**src/hw/cssrq_params.svh**
```systemverilog
`ifndef CSSRQ_PARAMS_SVH
`define CSSRQ_PARAMS_SVH

// communication group condition bit positions
`define CSSRQ_COND_RX_FAIL_BIT 0
`define CSSRQ_COND_TX_FAIL_BIT 1
`define CSSRQ_COND_USED_MASK   16'h0003

// status byte bit positions
`define CSSRQ_STB_HW1_BIT  0
`define CSSRQ_STB_HW2_BIT  1
`define CSSRQ_STB_UNUSED   2
`define CSSRQ_STB_QUES_BIT 3
`define CSSRQ_STB_MAV_BIT  4
`define CSSRQ_STB_ESB_BIT  5
`define CSSRQ_STB_RQS_BIT  6
`define CSSRQ_STB_OPER_BIT 7

// service request enable write mask, bit 6 ignored
`define CSSRQ_SRE_WR_MASK 8'hBF

// reset values
`define CSSRQ_PTR_RESET  16'hFFFF
`define CSSRQ_NTR_RESET  16'h0000
`define CSSRQ_ENAB_RESET 16'h0000
`define CSSRQ_SRE_RESET  8'h00

`endif

```
**src/hw/cssrq_pkg.sv**
```systemverilog
package cssrq_pkg;

  typedef enum logic [2:0] {
    CSSRQ_CMD_NONE,
    CSSRQ_CMD_WR_PTR,
    CSSRQ_CMD_WR_NTR,
    CSSRQ_CMD_WR_ENAB,
    CSSRQ_CMD_WR_SRE
  } cssrq_wcmd_t;

  typedef enum logic [2:0] {
    CSSRQ_RD_COND,
    CSSRQ_RD_PTR,
    CSSRQ_RD_NTR,
    CSSRQ_RD_EVEN,
    CSSRQ_RD_ENAB,
    CSSRQ_RD_SRE,
    CSSRQ_RD_STB
  } cssrq_rsel_t;

  // one parsed command from the message layer
  typedef struct packed {
    logic        wr;
    cssrq_wcmd_t wcmd;
    logic [15:0] wdata;
    logic        rd;
    cssrq_rsel_t rsel;
    logic        cls;
  } cssrq_req_t;

  // summaries from the other status groups
  typedef struct packed {
    logic oper;
    logic esb;
    logic mav;
    logic ques;
    logic hw2;
    logic hw1;
  } cssrq_sum_t;

endpackage

```
**src/hw/cssrq_top.sv**
```systemverilog
// Notes on behaviour
// - communication group uses 16-bit condition, filters, event, enable and one summary.
// - condition bit 15 is unused and always reads zero.
// - condition bit 1 is high while transmit analyzer channel has failed.
// - condition bit 0 is high while receive analyzer channel has failed.
// - both transition filters are writable and read back their pattern.
// - event register clears on each query of it and on clear-status.
// - enable register holds until rewritten; writing zero clears all bits.
// - six groups each reduce to one summary feeding the status byte.
// - status byte bit 7 carries the operation group summary.
// - bit 5 carries standard event summary; bit 4 flags output message available.
// - status byte bit 3 carries questionable data and signal summary.
// - bit 1 is hardware group two, bit 0 hardware group one, bit 2 unused.
// - bit 6 reads request-service on serial poll, master summary on byte query.
// - a status bit requests service only when its enable bit is set.
// - an enabled service condition drives the request line and sets request-service.
// - serial poll clears request-service until a new reason arises.
// - group summary true when enabled event bits set since last read or clear.
// - service request enable ignores written bit 6.
`timescale 1ns/100ps
`include "cssrq_params.svh"
module cssrq_top
  import cssrq_pkg::*;
(
  input  wire logic        i_clock,
  input  wire logic        i_reset,
  input  wire logic        i_tx_fail,
  input  wire logic        i_rx_fail,
  input  wire cssrq_req_t  i_req,
  input  wire logic        i_serial_poll,
  input  wire cssrq_sum_t  i_sum,
  output logic [15:0]      o_rdata,
  output logic             o_rvalid,
  output logic [7:0]       o_poll_byte,
  output logic             o_poll_valid,
  output logic             o_srq,
  output logic             o_comm_summary
);
  logic [1:0]  fail_sync;
  logic [15:0] cond_w;
  logic [15:0] ptr_w;
  logic [15:0] ntr_w;
  logic [15:0] event_w;
  logic [15:0] enab_w;
  logic        comm_sum_w;
  logic [7:0]  sre_q;
  logic        rqs_q;
  logic        mss_q;
  logic [15:0] rdata_q;
  logic        rvalid_q;
  logic [7:0]  poll_q;
  logic        poll_valid_q;
  logic        comm_sum_q;

  // failure flags arrive from the analyzer side, outside this clock
  cssrq_sync #(
    .WIDTH (2)
  ) u_sync (
    .i_clock (i_clock),
    .i_reset (i_reset),
    .i_async ({i_tx_fail, i_rx_fail}),
    .o_sync  (fail_sync)
  );

  // only the two failure bits ever reach the condition register
  wire [15:0] cond_in = {14'h0000, fail_sync} & `CSSRQ_COND_USED_MASK;

  wire wr_ptr   = i_req.wr && (i_req.wcmd == CSSRQ_CMD_WR_PTR);
  wire wr_ntr   = i_req.wr && (i_req.wcmd == CSSRQ_CMD_WR_NTR);
  wire wr_enab  = i_req.wr && (i_req.wcmd == CSSRQ_CMD_WR_ENAB);
  wire wr_sre   = i_req.wr && (i_req.wcmd == CSSRQ_CMD_WR_SRE);
  wire rd_event = i_req.rd && (i_req.rsel == CSSRQ_RD_EVEN);
  wire ev_clear = rd_event || i_req.cls;

  cssrq_group #(
    .WIDTH (16)
  ) u_comm (
    .i_clock   (i_clock),
    .i_reset   (i_reset),
    .i_cond    (cond_in),
    .i_wr_ptr  (wr_ptr),
    .i_wr_ntr  (wr_ntr),
    .i_wr_enab (wr_enab),
    .i_wdata   (i_req.wdata),
    .i_clear   (ev_clear),
    .o_cond    (cond_w),
    .o_ptr     (ptr_w),
    .o_ntr     (ntr_w),
    .o_event   (event_w),
    .o_enab    (enab_w),
    .o_summary (comm_sum_w)
  );

  // status byte without bit 6; the communication summary is not part of it and only drives o_comm_summary
  wire [7:0] stb_base;
  assign stb_base[`CSSRQ_STB_OPER_BIT] = i_sum.oper;
  assign stb_base[`CSSRQ_STB_RQS_BIT]  = 1'b0;
  assign stb_base[`CSSRQ_STB_ESB_BIT]  = i_sum.esb;
  assign stb_base[`CSSRQ_STB_MAV_BIT]  = i_sum.mav;
  assign stb_base[`CSSRQ_STB_QUES_BIT] = i_sum.ques;
  assign stb_base[`CSSRQ_STB_UNUSED]   = 1'b0;
  assign stb_base[`CSSRQ_STB_HW2_BIT]  = i_sum.hw2;
  assign stb_base[`CSSRQ_STB_HW1_BIT]  = i_sum.hw1;

  wire       mss_d   = |(stb_base & sre_q);
  // request is only raised on a fresh reason, so a second poll reads it false
  wire       new_req = mss_d && !mss_q;
  wire       rqs_set = new_req;
  wire [7:0] stb_mss = stb_base | (8'(mss_q) << `CSSRQ_STB_RQS_BIT);
  wire [7:0] stb_rqs = stb_base | (8'(rqs_q) << `CSSRQ_STB_RQS_BIT);

  wire [15:0] rd_mux =
      (i_req.rsel == CSSRQ_RD_COND) ? cond_w :
      (i_req.rsel == CSSRQ_RD_PTR)  ? ptr_w :
      (i_req.rsel == CSSRQ_RD_NTR)  ? ntr_w :
      (i_req.rsel == CSSRQ_RD_EVEN) ? event_w :
      (i_req.rsel == CSSRQ_RD_ENAB) ? enab_w :
      (i_req.rsel == CSSRQ_RD_SRE)  ? {8'h00, sre_q} :
      (i_req.rsel == CSSRQ_RD_STB)  ? {8'h00, stb_mss} : 16'h0000;

  always_ff @(posedge i_clock) begin
    if (i_reset) begin
      sre_q <= `CSSRQ_SRE_RESET;
    end else if (wr_sre) begin
      sre_q <= i_req.wdata[7:0] & `CSSRQ_SRE_WR_MASK;
    end
  end

  always_ff @(posedge i_clock) begin
    if (i_reset) begin
      mss_q <= 1'b0;
      rqs_q <= 1'b0;
    end else begin
      mss_q <= mss_d;
      // a new reason beats a poll in the same cycle
      if (rqs_set) begin
        rqs_q <= 1'b1;
      end else if (i_serial_poll || !mss_q) begin
        rqs_q <= 1'b0;
      end
    end
  end

  always_ff @(posedge i_clock) begin
    if (i_reset) begin
      rdata_q      <= 16'h0000;
      rvalid_q     <= 1'b0;
      poll_q       <= 8'h00;
      poll_valid_q <= 1'b0;
      comm_sum_q   <= 1'b0;
    end else begin
      rvalid_q     <= i_req.rd;
      if (i_req.rd) begin
        rdata_q <= rd_mux;
      end
      poll_valid_q <= i_serial_poll;
      if (i_serial_poll) begin
        poll_q <= stb_rqs;
      end
      comm_sum_q <= comm_sum_w;
    end
  end

  // line tracks the request-service bit, so the poll drops it too
  always_ff @(posedge i_clock) begin
    if (i_reset) begin
      o_srq <= 1'b0;
    end else begin
      o_srq <= rqs_set || (rqs_q && !i_serial_poll && mss_q);
    end
  end

  assign o_rdata        = rdata_q;
  assign o_rvalid       = rvalid_q;
  assign o_poll_byte    = poll_q;
  assign o_poll_valid   = poll_valid_q;
  assign o_comm_summary = comm_sum_q;
endmodule

```
**src/hw/cssrq_sync.sv**
```systemverilog
`timescale 1ns/100ps
module cssrq_sync #(
  parameter int WIDTH = 2
) (
  input  wire logic             i_clock,
  input  wire logic             i_reset,
  input  wire logic [WIDTH-1:0] i_async,
  output logic      [WIDTH-1:0] o_sync
);
  logic [WIDTH-1:0] meta_q;
  logic [WIDTH-1:0] sync_q;

  always_ff @(posedge i_clock) begin
    if (i_reset) begin
      meta_q <= '0;
      sync_q <= '0;
    end else begin
      meta_q <= i_async;
      sync_q <= meta_q;
    end
  end

  assign o_sync = sync_q;
endmodule

```
**src/hw/cssrq_group.sv**
```systemverilog
`timescale 1ns/100ps
`include "cssrq_params.svh"
module cssrq_group
  import cssrq_pkg::*;
#(
  parameter int WIDTH = 16
) (
  input  wire logic             i_clock,
  input  wire logic             i_reset,
  input  wire logic [WIDTH-1:0] i_cond,
  input  wire logic             i_wr_ptr,
  input  wire logic             i_wr_ntr,
  input  wire logic             i_wr_enab,
  input  wire logic [WIDTH-1:0] i_wdata,
  input  wire logic             i_clear,
  output logic      [WIDTH-1:0] o_cond,
  output logic      [WIDTH-1:0] o_ptr,
  output logic      [WIDTH-1:0] o_ntr,
  output logic      [WIDTH-1:0] o_event,
  output logic      [WIDTH-1:0] o_enab,
  output logic                  o_summary
);
  logic [WIDTH-1:0] cond_q;
  logic [WIDTH-1:0] ptr_q;
  logic [WIDTH-1:0] ntr_q;
  logic [WIDTH-1:0] event_q;
  logic [WIDTH-1:0] enab_q;
  logic             sum_q;

  wire [WIDTH-1:0] rise    = i_cond & ~cond_q;
  wire [WIDTH-1:0] fall    = ~i_cond & cond_q;
  wire [WIDTH-1:0] hits    = (rise & ptr_q) | (fall & ntr_q);
  // new hits win over a clear in the same cycle
  wire [WIDTH-1:0] event_d = (i_clear ? '0 : event_q) | hits;

  always_ff @(posedge i_clock) begin
    if (i_reset) begin
      cond_q  <= '0;
      ptr_q   <= `CSSRQ_PTR_RESET;
      ntr_q   <= `CSSRQ_NTR_RESET;
      event_q <= '0;
      enab_q  <= `CSSRQ_ENAB_RESET;
      sum_q   <= 1'b0;
    end else begin
      cond_q  <= i_cond;
      event_q <= event_d;
      if (i_wr_ptr) begin
        ptr_q <= i_wdata;
      end
      if (i_wr_ntr) begin
        ntr_q <= i_wdata;
      end
      if (i_wr_enab) begin
        enab_q <= i_wdata;
      end
      sum_q <= |(event_q & enab_q);
    end
  end

  assign o_cond    = cond_q;
  assign o_ptr     = ptr_q;
  assign o_ntr     = ntr_q;
  assign o_event   = event_q;
  assign o_enab    = enab_q;
  assign o_summary = sum_q;
endmodule

```
**config.mk**
```make
export PLATFORM = sky130hd
export DESIGN_NAME = cssrq_top
export DESIGN_NICKNAME = d
export VERILOG_FILES = /design/src/hw/cssrq_pkg.sv /design/src/hw/cssrq_top.sv /design/src/hw/cssrq_sync.sv /design/src/hw/cssrq_group.sv
export VERILOG_INCLUDE_DIRS = /design/src /design/src/hw
export SDC_FILE = /design/constraint.sdc
export NUM_CORES = 1
export LEC_CHECK = 0
export BUFFER_PORTS_ARGS = -buffer_cell sky130_fd_sc_hd__buf_2
export CAP_MARGIN = 40
export CORE_MARGIN = 2
export CORE_UTILIZATION = 50
export DETAILED_ROUTE_END_ITERATION = 10
export GPL_TIMING_DRIVEN = 0
export PLACE_DENSITY = 0.7
export SLEW_MARGIN = 25
export SYNTH_ARGS = -nofsm -noshare
export SYNTH_HDL_FRONTEND = slang
export SYNTH_HIERARCHICAL = 1
export SYNTH_SLANG_ARGS = --single-unit
```
**constraint.sdc**
```tcl
create_clock -name i_clock -period 2.01 [get_ports i_clock]
set_input_delay 0.1005 -clock i_clock [delete_from_list [all_inputs] [get_ports i_clock]]
set_output_delay 0.1005 -clock i_clock [all_outputs]
set_load 0.01 [all_outputs]
```
==> flow_summary.toml <==
[final_layout]
final_layout_size_suffix_gt1_share_pct = 20.9
final_nets = 741
syn2layout_area_growth_pct = 27.3
antenna-diode-count = 0

[clock_network]
cts_setup_buffers = 0
cts_made_buffers = 17
hold_buffers = 28
clock_sinks = 121
worstSkewPairLatency_ps = 530
clk_root_buffer_cell = "sky130_fd_sc_hd__clkbuf_8"
tritoncts = "done"
htree_levels = 4
cts.path.max_buffers = 2
cts.clk_slew.worst_paths_ps = 60
cts.repair.resized = 0

[routing]
vias_per_cell = 5.57
drt_iter0_markers = 384
detail_route.wirelength_mm = 16.2
antenna_violating_nets_post_route = 0
drt-pass1-iter-count = 5
avgRoutedWirePerCell_um = 18.9
vias = 4782
remaining_drc_errors = 0

[floorplanning]
floorplan.core_area_mm2 = 0.0108
floorplan.initialDensity_pct = 51.0
ioPinCount = 64
floorplan.die.height_um = 109
std_cell_rows = 38
die_area_mm2 = 0.0119
die_width_um = 109

[worst_setup_path]
cp_data_required_time_ps = 2420
timing.critical_path.to_type = "flop"
crit-reg2reg-launch = "u_comm/o_event[3]"
crit-reg2reg-capture = "o_rdata[3]"
crit_fanout = 10
arrival_ps = 2160
r2r.worst_path.cells = 4
worstSetupStartpointType = "input pin"
timing.setup.critical_path_class = "in2reg"
rrSetupSlack_ps = 720

[yosys]
asyncSetResetFlopFracSynth_pct = 0
synth_sequential_area_ratio_pct = 44.0
synth_area_per_cell_um2 = 9.90
post-synth-top-count-cell = "sky130_fd_sc_hd__dfxtp_1"
synthCells = 556
synth_edf_count = 0
synthDistinctLibCells = 49
synth_top_cells_by_count = "121 x sky130_fd_sc_hd__dfxtp_1, 68 x sky130_fd_sc_hd__nor2_1, 53 x sky130_fd_sc_hd__mux2i_1, 53 x sky130_fd_sc_hd__nor2b_1, 34 x sky130_fd_sc_hd__nand3b_1"
synth_flop_cell = "sky130_fd_sc_hd__dfxtp_1"
synth_warnings = 6
cell_type_with_the_highest_aggregate_area_in_the_netlist = "sky130_fd_sc_hd__dfxtp_1"
yosys-top-cells-area = "sky130_fd_sc_hd__dfxtp_1 44%, sky130_fd_sc_hd__mux2i_1 9.6%, sky130_fd_sc_hd__nor2b_1 6.0%, sky130_fd_sc_hd__nand3b_1 4.6%, sky130_fd_sc_hd__nor2_1 4.6%"
synth_top_area_share_pct = 44.0
summed_instance_area_of_the_synthesized_netlist_mm2 = 0.00550
register_bit_total_from_synthesis = 121

[timing]
timing.final.crit_period_ps = 1750
slew-limit-headroom_pct = 47.8
fin_setup_tns_ps = 0
finalCritPeriodShare_pct = 87.0
timing.final.max_slew_violations = 0
rsz0062_at_grt = "no"
setup_slack_ps = 261
worst_pin_slew_ps = 783
clock.fmax_mhz = 572
setup_viols_final = 0
skew_ps = 8.70
final_hold_viol_count = 0

[placement]
detailed_place_hpwl_mm = 11.0
finalWeightedCongestion = 0.907
placement.setup.worst_slack_ps = -244
buffer_ports.inserted = 59

[pwr]
p_total_mw = 6.24
leakagePower_nw = 2.83
max_rail_drop_vdd_mv = 0.692
power.density_mw_per_mm2 = 890

[global_routing]
grt_antenna_before_repair = 0
global_route.overflow_total = 0
first_pass_grt_wire_length_mm = 25.0
overall_global_routing_usage_pct = 28.9
largest_net_degree_at_the_start_of_global_routing = 17
grt_pass1_vias = 4730

[min_path]
hold_path.class = "in2reg"
hold_path_end = "sre_q[0]"
worstHoldPathCells = 4
source_of_the_worst_hold_timing_path = "i_req[21]"

[run_status]
outcome = "complete, no violations"

[run]
drv.max_cap_violation_count = 0
[critical path, cell delays in order]
cell	delay (ps)
sky130_fd_sc_hd__buf_2	120
sky130_fd_sc_hd__buf_2	270
sky130_fd_sc_hd__buf_1	480
sky130_fd_sc_hd__a41o_1	470
sky130_fd_sc_hd__clkbuf_1	430
sky130_fd_sc_hd__nand2b_1	180
sky130_fd_sc_hd__a31oi_1	80
[per-stage QoR]
stage                     hold WS (ps)  util, %  area, um^2  cells
final                             6.60     64.9        7010    858
after global routing              31.1     64.9        7010    858
after CTS                         9.54     64.9        7000    857
after detailed placement           321     56.8        6130    797
after global placement             316     56.8        6130    797
after floorplan                    172        -        5660    598
[state kept, by name (all words and copies together) (netlist names)]
signal,count
u_comm/o_cond,16
rqs_q,1
u_sync/o_sync,2
o_rdata,16
u_sync/meta_q,2
u_comm/o_enab,16
sre_q,7
o_srq,1
o_poll_valid,1
u_comm/o_event,16
u_comm/o_summary,1
u_comm/o_ptr,16
o_rvalid,1
mss_q,1
o_poll_byte,7
o_comm_summary,1
u_comm/o_ntr,16
[per-layer routing]
| metal | global-route usage, % | up-vias | wire length [um] |
|---|---|---|---|
| met1 | 37.1 | 2302 | 7000 |
| met5 | 0 | - | 0 |
| li1 | - | 2248 | - |
| met3 | 6.16 | 40 | 1170 |
| met2 | 46.6 | 192 | 7620 |
| met4 | 12.9 | 0 | 449 |
[where the power goes]
group	total, mW	leakage, nW	switching (mW)	internal (mW)
combinational	0.670	1.56	0.363	0.307
sequential	2.59	0.991	0.0816	2.51
clock	2.98	0.269	1.15	1.84
[logic make-up (layout without fill, tap and decap cells)]
family          Yosys count  in the layout  synth area share, %
compound gates          120            120                 16.7
simple gates            200            200                 21.5
other cells               1             43               0.0681
buf+inv                  51            171                 5.59
flops                   121            121                 44.0
mux                      63             63                 12.1
[layout by cell type, fill, tap and decap left out, types with 7 or more instances in the layout]
master,count
sky130_fd_sc_hd__o221a_1,7
sky130_fd_sc_hd__conb_1,43
sky130_fd_sc_hd__clkbuf_16,16
sky130_fd_sc_hd__nor3_2,8
sky130_fd_sc_hd__o22ai_1,11
sky130_fd_sc_hd__a31oi_1,17
sky130_fd_sc_hd__buf_2,73
sky130_fd_sc_hd__nand3b_1,34
sky130_fd_sc_hd__dfxtp_1,121
sky130_fd_sc_hd__clkbuf_1,9
sky130_fd_sc_hd__nand2b_1,19
sky130_fd_sc_hd__nand2_1,7
sky130_fd_sc_hd__mux2i_1,53
sky130_fd_sc_hd__a22oi_1,14
sky130_fd_sc_hd__a21oi_1,13
sky130_fd_sc_hd__nor2_1,68
sky130_fd_sc_hd__inv_1,11
sky130_fd_sc_hd__o21ai_0,8
sky130_fd_sc_hd__nor2b_1,53
sky130_fd_sc_hd__dlygate4sd3_1,28
sky130_fd_sc_hd__a211o_1,16
[worst max path at each step]
stage | startpoint | to | slack, ps | cells after the start
CTS | i_reset | o_rdata[5] | 290 | 5
global placement | i_req[4] | u_comm/o_event[5] | -210 | 7
detailed placement | i_req[4] | u_comm/o_event[8] | -240 | 7
floorplan | i_req[1] | u_comm/o_event[14] | 670 | 8
global route | i_req[4] | u_comm/o_event[8] | 160 | 7
finish | i_req[4] | u_comm/o_event[8] | 260 | 7
[layout make-up]
| type | count | area, um^2 |
|---|---|---|
| fillers | 879 | 3790 |
| multi-input cells | 426 | 2930 |
| flip-flops and latches | 121 | 2420 |
| repair buffers | 88 | 583 |
| clock buffers | 19 | 442 |
| plain buffers | 40 | 267 |
| well taps | 140 | 175 |
| clock inverters | 13 | 145 |
| inverters | 11 | 41.3 |
(Power assumes the default switching activity.)
